===== src/core/acv_pkg.sv =====
// Constants shared by the converter sequencer: register map, fields,
// reset values, mode codes, phase lengths and the FSM state type.
// Assumes a 100 MHz mclk and an 8-bit plain register port.
package acv_pkg;
  // Timing, mclk rate and startup of the internal asynchronous clock
  localparam int CLK_MHZ       = 100;
  localparam int STARTUP_NS    = 5000;
  localparam int STARTUP_CYC   = (STARTUP_NS * CLK_MHZ + 999) / 1000;
  localparam int BUS_SETUP_CYC = 5;
  // Phase lengths in conversion clock cycles
  localparam logic [4:0] FIRST_CONVERSION_CLOCK = 5'h03;
  localparam logic [4:0] SAMP_SHORT = 5'h04; // 3.5 rounded up
  localparam logic [4:0] SAMP_LONG  = 5'h18; // 23.5 rounded up
  localparam logic [4:0] APPROX_8B  = 5'h0d;
  localparam logic [4:0] APPROX_HI  = 5'h10;
  // Register addresses
  localparam logic [2:0] A_CTRL1 = 3'h0;
  localparam logic [2:0] A_CTRL2 = 3'h1;
  localparam logic [2:0] A_RESH  = 3'h2;
  localparam logic [2:0] A_RESL  = 3'h3;
  localparam logic [2:0] A_CVH   = 3'h4;
  localparam logic [2:0] A_CVL   = 3'h5;
  localparam logic [2:0] A_CFG   = 3'h6;
  // Field positions
  localparam int C1_FLAG  = 7;
  localparam int C1_IEN   = 6;
  localparam int C1_CONT  = 5;
  localparam int C2_ACT   = 7;
  localparam int C2_HWT   = 6;
  localparam int C2_CMPEN = 5;
  localparam int C2_GT    = 4;
  localparam int CFG_DIV  = 5;
  localparam int CFG_LONG = 4;
  localparam int CFG_MODE = 2;
  // Reset values and codes
  localparam logic [7:0] CTRL1_RST = 8'h1f;
  localparam logic [7:0] REG_RST   = 8'h00;
  localparam logic [4:0] CH_OFF    = 5'h1f;
  localparam logic [1:0] MODE_8B   = 2'h0;
  localparam logic [1:0] SRC_BUS   = 2'h0;
  localparam logic [1:0] SRC_BUS2  = 2'h1;
  localparam logic [1:0] SRC_ALT   = 2'h2;
  localparam logic [1:0] SRC_ASYNC = 2'h3;
  // Sequencer states, one-hot
  typedef enum logic [4:0] {
    ST_IDLE   = 5'b00001,
    ST_SETUP  = 5'b00010,
    ST_SAMPLE = 5'b00100,
    ST_APPROX = 5'b01000,
    ST_XFER   = 5'b10000
  } acv_state_t;
endpackage


===== src/core/acv_ctrl.sv =====
// Conversion sequencer of a successive-approximation converter:
// clock select/divide, sample and approximation phases, compare and
// result transfer. Assumes an analog core that answers comp_above for
// the trial code and a power controller on the same clock.
`timescale 1ns/10ps
module acv_ctrl
  import acv_pkg::*;
#(
  parameter int ASYNC_DIV = 4 // mclk cycles per internal osc period
) (
  input  wire logic        mclk,
  input  wire logic        srst,
  input  wire logic [2:0]  addr,
  input  wire logic [7:0]  wr_data,
  input  wire logic        wr_stb,
  input  wire logic        rd_stb,
  output logic      [7:0]  rd_data,
  output logic             irq,
  input  wire logic        hw_trig_pin,
  input  wire logic        alt_clk_pin,
  input  wire logic        comp_above,
  input  wire logic        stop3_mode,
  input  wire logic        stop12_mode,
  output logic             sample_on,
  output logic             conv_active,
  output logic      [11:0] dac_code,
  output logic      [4:0]  channel
);

  logic [7:0]  c1_q, c2_q, cfg_q, cvh_q, cvl_q, rd_q;
  logic [11:0] sar_q, bit_q, res_q;
  logic [4:0]  ph_q;
  logic [9:0]  cyc_q;
  logic [3:0]  osc_q;
  logic [2:0]  div_q, trg_q, alt_q;
  logic        flag_q, hi_rd_q, irq_q, half_q, act_q;
  acv_state_t  st_q;

  // Stop1/stop2 behaves as a full reset
  // deep stop reset
  wire rst_all = srst | stop12_mode;

  // Configuration decode
  wire [1:0] src   = cfg_q[1:0];
  wire [1:0] div   = cfg_q[CFG_DIV+:2];
  wire       is8   = cfg_q[CFG_MODE+:2] == MODE_8B;
  wire       async = src == SRC_ASYNC;
  wire       cont  = c1_q[C1_CONT];
  wire       halt  = stop3_mode & ~async;
  wire [4:0] samp_lim = cfg_q[CFG_LONG] ? SAMP_LONG : SAMP_SHORT;
  wire [4:0] appr_lim = is8 ? APPROX_8B : APPROX_HI;
  wire [11:0] lsb     = is8 ? 12'h008 : 12'h001;

  // Pin synchronisers; stage 0 feeds only stage 1
  always_ff @(posedge mclk) begin
    if (rst_all) begin
      trg_q <= 3'h0;
      alt_q <= 3'h0;
    end else begin
      trg_q <= {trg_q[1:0], hw_trig_pin};
      alt_q <= {alt_q[1:0], alt_clk_pin};
    end
  end
  wire trig_rise = trg_q[1] & ~trg_q[2];
  wire alt_edge  = alt_q[1] & ~alt_q[2];

  // Register writes; any config write aborts a conversion
  always_ff @(posedge mclk) begin
    if (rst_all) begin
      c1_q  <= CTRL1_RST;
      c2_q  <= REG_RST;
      cfg_q <= REG_RST;
      cvh_q <= REG_RST;
      cvl_q <= REG_RST;
    end else if (wr_stb) begin
      case (addr)
        A_CTRL1: c1_q  <= {1'b0, wr_data[6:0]};
        A_CTRL2: c2_q  <= {1'b0, wr_data[6:4], 4'h0};
        A_CVH:   cvh_q <= {4'h0, wr_data[3:0]};
        A_CVL:   cvl_q <= wr_data;
        A_CFG:   cfg_q <= wr_data;
        default: ;
      endcase
    end
  end

  wire wr_abort = wr_stb & (addr != A_RESH) & (addr != A_RESL) & (addr != 3'h7);
  wire sw_start = wr_stb & (addr == A_CTRL1) & (wr_data[4:0] != CH_OFF) & ~c2_q[C2_HWT];
  // Edges while busy are ignored
  wire hw_start = trig_rise & c2_q[C2_HWT] & (st_q == ST_IDLE) & (c1_q[4:0] != CH_OFF)
                  & ~halt & ~wr_abort;

  // Internal asynchronous oscillator and bus/2 enable
  wire osc_en = async & (osc_q == 4'(ASYNC_DIV - 1));
  always_ff @(posedge mclk) begin
    if (rst_all) begin
      half_q <= 1'b0;
      osc_q  <= 4'h0;
    end else begin
      half_q <= ~half_q;
      osc_q  <= (!async || osc_en) ? 4'h0 : osc_q + 4'h1;
    end
  end

  // Source select; wait mode changes nothing here
  // sources usable in wait
  logic src_en;
  always_comb begin
    case (src)
      SRC_BUS:  src_en = 1'b1;
      SRC_BUS2: src_en = half_q;
      SRC_ALT:  src_en = alt_edge;
      default:  src_en = osc_en;
    endcase
  end

  // Divide by 1/2/4/8 into a conversion clock enable
  // programmable divider
  wire [2:0] dmask  = {div == 2'h3, div[1], div != 2'h0};
  wire       tick   = src_en & ~halt;
  wire       conversion_clock_en = tick & (div_q == dmask);
  always_ff @(posedge mclk) begin
    if (rst_all) begin
      div_q <= 3'h0;
    end else if (tick) begin
      div_q <= (div_q >= dmask) ? 3'h0 : div_q + 3'h1;
    end
  end

  // Compare: result plus two's complement of compare value
  logic [11:0] conv_val;
  wire [10:0] r10 = {1'b0, sar_q[11:2]} + {10'h000, sar_q[1]};
  wire [8:0]  r8  = {1'b0, sar_q[11:4]} + {8'h00, sar_q[3]};
  always_comb begin
    case (cfg_q[CFG_MODE+:2])
      MODE_8B: conv_val = {4'h0, r8[8] ? 8'hff : r8[7:0]};
      2'h2:    conv_val = {2'h0, r10[10] ? 10'h3ff : r10[9:0]};
      default: conv_val = sar_q;
    endcase
  end
  wire [11:0] cv   = {cvh_q[3:0], cvl_q};
  wire [12:0] diff = {1'b0, conv_val} + ~{1'b0, cv} + 13'h0001;
  wire cmp_ok   = c2_q[C2_GT] ? ~diff[12] : diff[12];
  wire cmp_fail = c2_q[C2_CMPEN] & ~cmp_ok;
  wire blocked  = hi_rd_q & ~is8;
  wire do_xfer  = (st_q == ST_XFER) & ~cmp_fail & ~blocked & ~halt;
  // A blocked transfer retries unless the compare already failed
  wire go_again = cont | (blocked & ~cmp_fail);

  // Sequencer. Sample and phase lengths are exact in mclk only when
  // the bus runs at least as fast as the conversion clock.
  // no slow-bus compensation
  always_ff @(posedge mclk) begin
    if (rst_all) begin
      st_q  <= ST_IDLE;
      ph_q  <= 5'h00;
      cyc_q <= 10'h000;
    end else if (sw_start || hw_start) begin
      st_q  <= ST_SETUP;
      ph_q  <= 5'h00;
      cyc_q <= async ? 10'(BUS_SETUP_CYC + STARTUP_CYC) : 10'(BUS_SETUP_CYC);
    end else if (wr_abort || halt) begin
      st_q <= ST_IDLE;
      ph_q <= 5'h00;
    end else begin
      case (st_q)
        ST_SETUP: begin
          if (cyc_q != 10'h000) begin
            cyc_q <= cyc_q - 10'h001;
          end else if (conversion_clock_en) begin
            if (ph_q == FIRST_CONVERSION_CLOCK - 5'h01) begin
              st_q <= ST_SAMPLE;
              ph_q <= 5'h00;
            end else begin
              ph_q <= ph_q + 5'h01;
            end
          end
        end
        ST_SAMPLE: begin
          if (conversion_clock_en) begin
            if (ph_q == samp_lim - 5'h01) begin
              st_q <= ST_APPROX;
              ph_q <= 5'h00;
            end else begin
              ph_q <= ph_q + 5'h01;
            end
          end
        end
        ST_APPROX: begin
          if (conversion_clock_en) begin
            if (ph_q == appr_lim - 5'h01) begin
              st_q <= ST_XFER;
              ph_q <= 5'h00;
            end else begin
              ph_q <= ph_q + 5'h01;
            end
          end
        end
        ST_XFER: begin
          ph_q <= 5'h00;
          st_q <= go_again ? ST_SAMPLE : ST_IDLE;
        end
        default: st_q <= ST_IDLE;
      endcase
    end
  end

  // Successive approximation; trial bit walks down to lsb
  // approximate after sampling
  wire [11:0] nxt  = bit_q >> 1;
  wire        step = (st_q == ST_APPROX) & conversion_clock_en & (bit_q >= lsb);
  always_ff @(posedge mclk) begin
    if (rst_all) begin
      sar_q <= 12'h000;
      bit_q <= 12'h000;
    end else if (st_q == ST_SAMPLE && conversion_clock_en && ph_q == samp_lim - 5'h01) begin
      sar_q <= 12'h800;
      bit_q <= 12'h800;
    end else if (step) begin
      sar_q <= (comp_above ? sar_q : sar_q & ~bit_q) | ((nxt >= lsb) ? nxt : 12'h000);
      bit_q <= nxt;
    end
  end

  // Result, completion flag and read-order tracking; set beats clear
  wire flag_clr = (rd_stb & (addr == A_RESL)) | (wr_stb & (addr == A_CTRL1));
  always_ff @(posedge mclk) begin
    if (rst_all) begin
      res_q   <= 12'h000;
      flag_q  <= 1'b0;
      hi_rd_q <= 1'b0;
    end else begin
      if (do_xfer) begin
        res_q <= c2_q[C2_CMPEN] ? diff[11:0] : conv_val;
      end
      if (do_xfer) begin
        flag_q <= 1'b1;
      end else if (flag_clr) begin
        flag_q <= 1'b0;
      end
      if (rd_stb && addr == A_RESH && !is8) begin
        hi_rd_q <= 1'b1;
      end else if (rd_stb && addr == A_RESL) begin
        hi_rd_q <= 1'b0;
      end
    end
  end

  // Interrupt tracks flag and enable, one cycle later
  // raise on flag
  always_ff @(posedge mclk) begin
    if (rst_all) begin
      irq_q <= 1'b0;
      act_q <= 1'b0;
    end else begin
      irq_q <= flag_q & c1_q[C1_IEN];
      act_q <= st_q != ST_IDLE;
    end
  end

  // Read data valid only in the cycle after the strobe
  always_ff @(posedge mclk) begin
    if (rst_all || !rd_stb) begin
      rd_q <= 8'h00;
    end else begin
      case (addr)
        A_CTRL1: rd_q <= {flag_q, c1_q[6:0]};
        A_CTRL2: rd_q <= {st_q != ST_IDLE, c2_q[6:0]};
        A_RESH:  rd_q <= is8 ? 8'h00 : {4'h0, res_q[11:8]};
        A_RESL:  rd_q <= res_q[7:0];
        A_CVH:   rd_q <= cvh_q;
        A_CVL:   rd_q <= cvl_q;
        A_CFG:   rd_q <= cfg_q;
        default: rd_q <= 8'h00;
      endcase
    end
  end

  assign rd_data     = rd_q;
  assign irq         = irq_q;
  assign sample_on   = st_q[2];
  assign conv_active = act_q;
  assign dac_code    = sar_q;
  assign channel     = c1_q[4:0];

  // Checks; helper counts conversion clocks spent sampling
  logic [4:0] smp_cnt_q;
  always_ff @(posedge mclk) begin
    if (rst_all || st_q != ST_SAMPLE) begin
      smp_cnt_q <= 5'h00;
    end else if (conversion_clock_en) begin
      smp_cnt_q <= smp_cnt_q + 5'h01;
    end
  end
  wire abort_any = sw_start | hw_start | wr_abort | halt;
endmodule


===== config.mk =====
export PLATFORM = sky130hd
export DESIGN_NAME = acv_ctrl
export DESIGN_NICKNAME = d
export VERILOG_FILES = /design/src/core/acv_pkg.sv /design/src/core/acv_ctrl.sv
export SDC_FILE = /design/constraint.sdc
export NUM_CORES = 1
export LEC_CHECK = 0
export ABC_AREA = 1
export BUFFER_PORTS_ARGS = -buffer_cell sky130_fd_sc_hd__clkbuf_2
export CAP_MARGIN = 15
export CORE_UTILIZATION = 45
export DETAILED_ROUTE_END_ITERATION = 10
export GPL_TIMING_DRIVEN = 0
export HOLD_SLACK_MARGIN = 0.12
export PLACE_DENSITY_LB_ADDON = 0.3
export SLEW_MARGIN = 15
export SYNTH_ARGS = -nofsm -noshare
export SYNTH_HDL_FRONTEND = slang
export SYNTH_SLANG_ARGS = --single-unit

===== constraint.sdc =====
create_clock -name mclk -period 4.6 [get_ports mclk]
set_clock_uncertainty 0.05 [all_clocks]
set_input_delay 0.92 -clock mclk [delete_from_list [all_inputs] [get_ports mclk]]
set_output_delay 0.92 -clock mclk [all_outputs]
set_load 0.02 [all_outputs]

==> key figures, run 1 <==
Floorplanning
  – Core box area: 0.01388 sq mm
  – Die area: 0.01471 sq mm
  – Rows: 43
  – Initial core utilization: 46.14%
  – Die Y-Extent: 121.3 um
  – IO Pins: 48
  – Die W: 121.3 um

Finish
  – Layout cells sized above 1: 12.31%
  – ANT cells: 0
  – Flip-flop and latch area: 0.002242 sq mm
  – Final layout net count: 1035
  – Layout Utilization: 51.59%
  – Most common cell after layout, fill and taps aside: nand2_1
  – FILL cells: 1393
  – Area grow syn2layout: 11.80%
  – Area of the multi-input gates: 0.003555 sq mm
  – Leading cell types in the layout, fill and taps excluded: 170 x nand2_1, 112 x nor2_1, 112 x dfxtp_1
  – Design area: 0.007161 sq mm

Clocking
  – CTS tree: built
  – Post-CTS sizing: 0
  – Clock tree buffer depth: 2
  – Clock Latency Late Sink: 360 ps
  – CTS H-tree depth: 3
  – Num CTS Buffers: 9
  – Worst-path clk slew: 80 ps
  – Sink Count: 112
  – # Post-CTS Setup Buffers: 0
  – Clk root buf: clkbuf_16
  – CTS Hold Bufs: 0

Critical path
  – Critical path, cell by cell: ha_1, nand2_1, nor2_4, nand2_1, inv_1, o21ai_0, nand2_1, a21oi_1, ha_1, inv_1, fa_1, nand3_1, nand2_1, nand3_1, nand3_1, nand2_1, nand3_1, nand2_1, inv_2, buf_2, o21ai_0, nor2_1
  – CP dominant cell by count: nand2_1
  – Worst path max stage delay: 440 ps
  – Worst Path Buf+Inv: 4
  – RR Startpoint: dac_code[3]
  – CP max stage cell: fa_1
  – Crit end category: flop
  – Top delay family on crit path: simple AND/OR/NAND/NOR gates
  – CP max FO: 10
  – Crit path required time: 4790 ps
  – Worst EP arrival: 3930 ps
  – Crit path launch type: flop
  – CP Launch Point: dac_code[3]
  – Critical path class: reg2reg

Route
  – Wirelength, routed: 16.91 mm
  – DRC: 0
  – Remaining antenna violation count: 0
  – Drt initial violations: 599
  – DR pass1 iterations: 5
  – Vias/cell: 5.314
  – Vias post-DR: 6223
  – Average wire per standard cell: 14.44 um

Timing
  – Post-route minimum period: 3747 ps
  – Fmax: 0.2669 GHz
  – Setup violators final: 0
  – Measured slew at the worst slew-check pin: 693.4 ps
  – RSZ-0062 raised after global routing: no
  – Final setup margin: 853.1 ps
  – Max-slew violations: 0
  – Worst rel slew slack: 53.60%
  – Tcrit/Tclk final: 81.45%
  – Setup Total Neg Slack: 0 ps
  – Min Hold Slack: 366.9 ps
  – Hold Vio Cnt, Final: 0

Yosys
  – Seq cells post-synth: 112
  – Number of flops mapped to enable cells by yosys: 0
  – Cell Area, Synth: 0.006405 sq mm
  – Top FF cell, synth: dfxtp_1
  – Syn nets: 978
  – Seq/Total Area, Yosys: 35.01%
  – Library cells used by synthesis: 50
  – Syn_area_per_cell: 6.894 sq um
  – FFs w/ async S/R, synth: 0%
  – Yosys warning total: 0
  – Mapped Cells: 929

Placement
  – PortBufs: 46
  – DP Area: 0.006860 sq mm
  – Pre-CTS setup slack: 1012 ps
  – Placer Congestion: 0.8948
  – Final HPWL DP: 13.06 mm

Worst hold path
  – Hold Crit Start: alt_q[0]
  – Worst min path class: reg2reg

GRT
  – Vias in the first global route: 5595
  – Overflow after GRT: 0
  – Initial antenna violation count: 0
  – Largest net degree at the start of global routing: 21
  – First-pass GRT wire length: 27.96 mm
  – GRT Util Overall: 24.30%

Run
  – Max Cap Viol: 0

Outcome
  – Status: finished clean

Power
  – Pwr/cell area: 270.6 mW/mm^2
  – P_leak: 3.113 nW
  – Peak VDD IR: 0.1826 mV
[report_power, final]
| group | internal (W) | switching [W] | leakage [nW] |
|---|---|---|---|
| Sequential | 0.000976 | 0.00000366 | 0.904 |
| Combinational | 0.0000530 | 0.000115 | 2.07 |
| Clock | 0.000395 | 0.000395 | 0.144 |
| Total | 0.00142 | 0.000514 | 3.11 |
[Yosys cell counts (2+ instances only)]
cell | number | area [sq um]
inv_1 | 111 | 416.7
a211oi_1 | 4 | 30.03
nor3_1 | 10 | 50.05
and3_1 | 4 | 25.02
o22ai_1 | 16 | 100.1
buf_4 | 5 | 37.54
clkbuf_1 | 11 | 41.29
xnor2_1 | 5 | 43.79
nand4_1 | 15 | 93.84
nor2_4 | 4 | 45.04
o21ai_0 | 67 | 335.3
nand3_1 | 67 | 335.3
or2_2 | 8 | 50.05
o31ai_1 | 4 | 30.03
nand2_1 | 170 | 638.1
dfxtp_1 | 112 | 2242
ha_1 | 28 | 350.3
nor2_1 | 112 | 420.4
xor2_1 | 14 | 122.6
buf_2 | 8 | 40.04
o211ai_1 | 11 | 82.58
a21oi_1 | 85 | 425.4
a21o_1 | 3 | 22.52
nand2_2 | 7 | 43.79
a2111oi_0 | 4 | 35.03
o21ai_1 | 7 | 35.03
nor2_2 | 2 | 12.51
nand3_2 | 3 | 30.03
buf_6 | 2 | 22.52
inv_2 | 10 | 37.54
[per-layer routing]
metal / wire (um) / track usage, % / vias up
met4: 466 / 8.642 / 0
li1: - / - / 3200
met1: 7912 / 32.93 / 2815
met2: 7696 / 38.74 / 171
met5: 0 / 0 / -
met3: 838 / 3.947 / 37
[cells by family after synthesis]
family                     count (synthesis)  synth area share (%)
AOI/OAI and AO/OA                        208                 18.27
xor gates and xnor gates                  19                 2.598
adders and majority gates                 29                 5.782
buffers and inverters                    150                 9.494
DFF                                      112                 35.01
and+or+nand+nor                          411                 28.85
[final timing paths]
check,depth (start not counted),slack [ps],to
worst min register to register,2,370,alt_q[1]
worst min-delay path,2,370,alt_q[1]
worst max register to register,22,850,res_q[4]
worst max-delay path,22,850,res_q[4]
[stage by stage]
stage | power [W] | std cells
CTS | 0.001945 | 1171
detailed placement | 0.001168 | 1155
finish | 0.001938 | 1171
global placement | 0.001167 | 1155
floorplan | 0.001117 | 929
global route | 0.002020 | 1171
[state kept, by name, summed over array words and instances, names as in the netlist]
name         cells
alt_q            3
bit_q           12
c1_q             7
c2_q             3
cfg_q            8
conv_active      1
cvh_q            4
cvl_q            8
cyc_q           10
dac_code        12
div_q            3
flag_q           1
half_q           1
hi_rd_q          1
irq              1
osc_q            4
ph_q             5
rd_data          8
res_q           12
st_q             5
trg_q            3
[final cells by class]
cell class	instances	share of cell area, %
Clock inverter	6	0.8562
Multi-Input combinational cell	667	49.64
Buffer	28	2.097
Sequential cell	112	31.31
Tap cell	180	3.145
Inverter	122	6.395
Clock buffer	10	3.337
Timing Repair Buffer	46	3.215
[worst min-delay path, delay by kind of cell, from the launching register on]
kind	cells	cell delay, ps
buffers and inverters	1	40
and+or+nand+nor	1	30
DFF	1	310
Power figures use the tool's default switching activity.
==> inputs of run 2 (changes only) <==
==> constraint.sdc (replaced) <==
create_clock -name mclk -period 3 [get_ports mclk]
set_clock_uncertainty 0.05 [all_clocks]
set_input_delay 0.6 -clock mclk [delete_from_list [all_inputs] [get_ports mclk]]
set_output_delay 0.6 -clock mclk [all_outputs]
set_load 0.02 [all_outputs]
==> key figures, run 2 (synthesis gave the netlist of run 1 again) <==
Floorplanning
  – Core box area: 0.01388 sq mm (unchanged)
  – IO Pins: 48 (unchanged)
  – Die W: 121.3 um (unchanged)
  – Die area: 0.01471 sq mm (unchanged)
  – Die Y-Extent: 121.3 um (unchanged)
  – Initial core utilization: 46.14% (unchanged)
  – Rows: 43 (unchanged)

Placement
  – Final HPWL DP: 13.16 mm (was 13.06 mm)
  – Placer Congestion: 0.9266 (was 0.8948)
  – PortBufs: 46 (unchanged)
  – DP Area: 0.006862 sq mm (was 0.006860 sq mm)

Clocking
  – CTS H-tree depth: 3 (unchanged)
  – Sink Count: 112 (unchanged)
  – Clock tree buffer depth: 2 (unchanged)
  – CTS Hold Bufs: 0 (unchanged)
  – Clock Latency Late Sink: 360 ps (about the same)
  – Num CTS Buffers: 9 (unchanged)
  – CTS tree: built (unchanged)
  – Clk root buf: clkbuf_16 (unchanged)
  – Worst-path clk slew: 80 ps (about the same)

Timing
  – Setup violators final: 0 (unchanged)
  – Min Hold Slack: 360.0 ps (was 366.9 ps)
  – Tcrit/Tclk final: 97.64% (was 81.45%)
  – Measured slew at the worst slew-check pin: 716.6 ps (was 693.4 ps)
  – RSZ-0062 raised after global routing: yes (was no)
  – Worst rel slew slack: 52.05% (was 53.60%)
  – Post-route minimum period: 2929 ps (was 3747 ps)
  – Max-slew violations: 0 (unchanged)
  – Hold Vio Cnt, Final: 0 (unchanged)
  – Fmax: 0.3414 GHz (was 0.2669 GHz)

Critical path
  – Critical path, cell by cell: nand2_1, inv_1, nand3_4, nand2_4, buf_4, buf_4, o21a_1, ha_4, nand2_2, nor2_4, nand3_2, nand3_2, nand2_2, nand3_4, nand2_4, inv_6, buf_6, nand2_2, nand2_1, nor2_1 (was ha_1, nand2_1, nor2_4, nand2_1, inv_1, o21ai_0, nand2_1, a21oi_1, ha_1, inv_1, fa_1, nand3_1, nand2_1, nand3_1, nand3_1, nand2_1, nand3_1, nand2_1, inv_2, buf_2, o21ai_0, nor2_1)
  – Crit path launch type: flop (unchanged)
  – Worst path max stage delay: 380 ps (was 440 ps)
  – CP max stage cell: dfxtp_2 (was fa_1)
  – R2R depth: 20 (was 22)
  – CP max FO: 7 (was 10)
  – Worst EP arrival: 3140 ps (was 3930 ps)
  – Critical path class: reg2reg (unchanged)
  – Top delay family on crit path: simple AND/OR/NAND/NOR gates (unchanged)
  – CP dominant cell by count: nand2_2 (was nand2_1)
  – Reg2reg end: res_q[10] (was res_q[4])
  – RR Startpoint: dac_code[6] (was dac_code[3])
  – Worst Path Buf+Inv: 5 (was 4)
  – Reg2Reg Setup Slack: 70 ps (was 850 ps)
  – Crit end category: flop (unchanged)
  – Crit path required time: 3210 ps (was 4790 ps)

GRT
  – GRT Util Overall: 24.61% (was 24.30%)
  – First-pass GRT wire length: 28.21 mm (was 27.96 mm)
  – Overflow after GRT: 0 (unchanged)
  – Largest net degree at the start of global routing: 19 (was 21)
  – Initial antenna violation count: 0 (unchanged)
  – Vias in the first global route: 5767 (was 5595)

Power
  – Sw power: 0.0007723 W (was 0.0005136 W)
  – Peak VDD IR: 0.2681 mV (was 0.1826 mV)
  – Seq pwr share: 48.3% (was 50.5%)
  – Int Pwr: 0.002331 W (was 0.001424 W)
  – P_leak: 3.292 nW (was 3.113 nW)
  – Pwr/cell area: 402.9 mW/mm^2 (was 270.6 mW/mm^2)
  – Sw Share: 24.89% (was 26.50%)
  – Clock network fraction of total power: 42.2% (was 40.8%)
  – Combinational power share: 9.6% (was 8.7%)

Finish
  – FILL cells: 1323 (was 1393)
  – ANT cells: 0 (unchanged)
  – Most common cell after layout, fill and taps aside: nand2_1 (unchanged)
  – Layout cells sized above 1: 20.73% (was 12.31%)
  – Design area: 0.007701 sq mm (was 0.007161 sq mm)
  – Final layout net count: 1052 (was 1035)
  – Area grow syn2layout: 20.24% (was 11.80%)
  – Leading cell types in the layout, fill and taps excluded: 154 x nand2_1, 110 x inv_1, 106 x nor2_1 (was 170 x nand2_1, 112 x nor2_1, 112 x dfxtp_1)
  – Area of the multi-input gates: 0.003897 sq mm (was 0.003555 sq mm)
  – Flip-flop and latch area: 0.002266 sq mm (was 0.002242 sq mm)

Worst hold path
  – Hold Crit Start: trg_q[0] (was alt_q[0])
  – WHS Path Cells: 2 (unchanged)
  – Hold Path Sink: trg_q[1] (was alt_q[1])
  – Worst min path class: reg2reg (unchanged)

Outcome
  – Status: finished clean (unchanged)

Route
  – DRC: 0 (unchanged)
  – Vias post-DR: 6334 (was 6223)
  – Wirelength, routed: 17.94 mm (was 16.91 mm)
  – Drt initial violations: 426 (was 599)
  – Vias/cell: 5.332 (was 5.314)
  – Average wire per standard cell: 15.10 um (was 14.44 um)
  – DR pass1 iterations: 5 (unchanged)
  – Remaining antenna violation count: 0 (unchanged)

Run
  – Max Cap Viol: 0 (unchanged)
run 2: changes by cell type in the layout (fill, tap and decap cells not counted), sizes merged:
| cell | previous run | this run |
|---|---|---|
| clkinv | 4 | 2 |
| clkinvlp | 1 | 2 |
| inv | 123 | 122 |
| buf | 16 | 33 |
| bufinv | 0 | 2 |
run 2: worst max-delay path by stage:
stage                      from         to  slack [ps]  cells after the start
CTS                 dac_code[1]  res_q[11]           1                     20
global placement    dac_code[3]  res_q[11]        -480                     21
floorplan           dac_code[1]   res_q[3]           9                     20
detailed placement  dac_code[3]  res_q[11]        -490                     21
finish              dac_code[6]  res_q[10]          70                     20
global route        dac_code[1]  res_q[10]         -70                     23
run 2: worst min-delay path, stage by stage, from the launching register on:
cell and delay [ps]:
dfxtp_1 300, inv_1 40, nor2_1 30
run 2: power by group through the flow:
stage | sequential (W) | combinational [W] | clock (W)
2_1_floorplan | 0.00154 | 0.000176 | 0
6_report | 0.00150 | 0.000297 | 0.00131
3_3_place_gp | 0.00154 | 0.000252 | 0
4_1_cts | 0.00150 | 0.000272 | 0.00133
5_1_grt | 0.00150 | 0.000327 | 0.00139
3_5_place_dp | 0.00154 | 0.000254 | 0
run 2: per-stage QoR:
step                total power, W  setup WS, ps  setup TNS [ps]  utilization (%)  cells
CTS                       0.003100         1.451               0            53.56   1181
finish                    0.003103         70.72               0            55.48   1188
global placement          0.001788        -478.4           -6091            49.43   1155
floorplan                 0.001712         8.545               0                -    929
detailed placement        0.001791        -494.5           -6267            49.43   1155
global route              0.003211        -67.59          -626.7            55.48   1188
run 2: cell type report:
type | instances | area share (%)
multi-input combinational | 667 | 50.61
clock buffer | 10 | 2.973
tap | 180 | 2.924
buffer | 28 | 2.112
sequential | 112 | 29.42
clock inverter | 6 | 1.202
inverter | 122 | 6.011
timing repair buffer | 63 | 4.744
run 2: timing repair:
action,CTS,global route
pin swaps,9,16
endpoints found under the setup margin,15,15
cloned,0,1
setup buffers,10,6
gates resized for setup,45,64
run 2: layer usage:
| layer | vias to the layer above | GRT usage (%) | wire (um) |
|---|---|---|---|
| li1 | 3234 | - | - |
| met1 | 2883 | 31.79 | 8071 |
| met2 | 185 | 40.63 | 8522 |
| met3 | 32 | 4.981 | 992 |
| met4 | 0 | 8.256 | 348 |
| met5 | - | 0 | 0 |
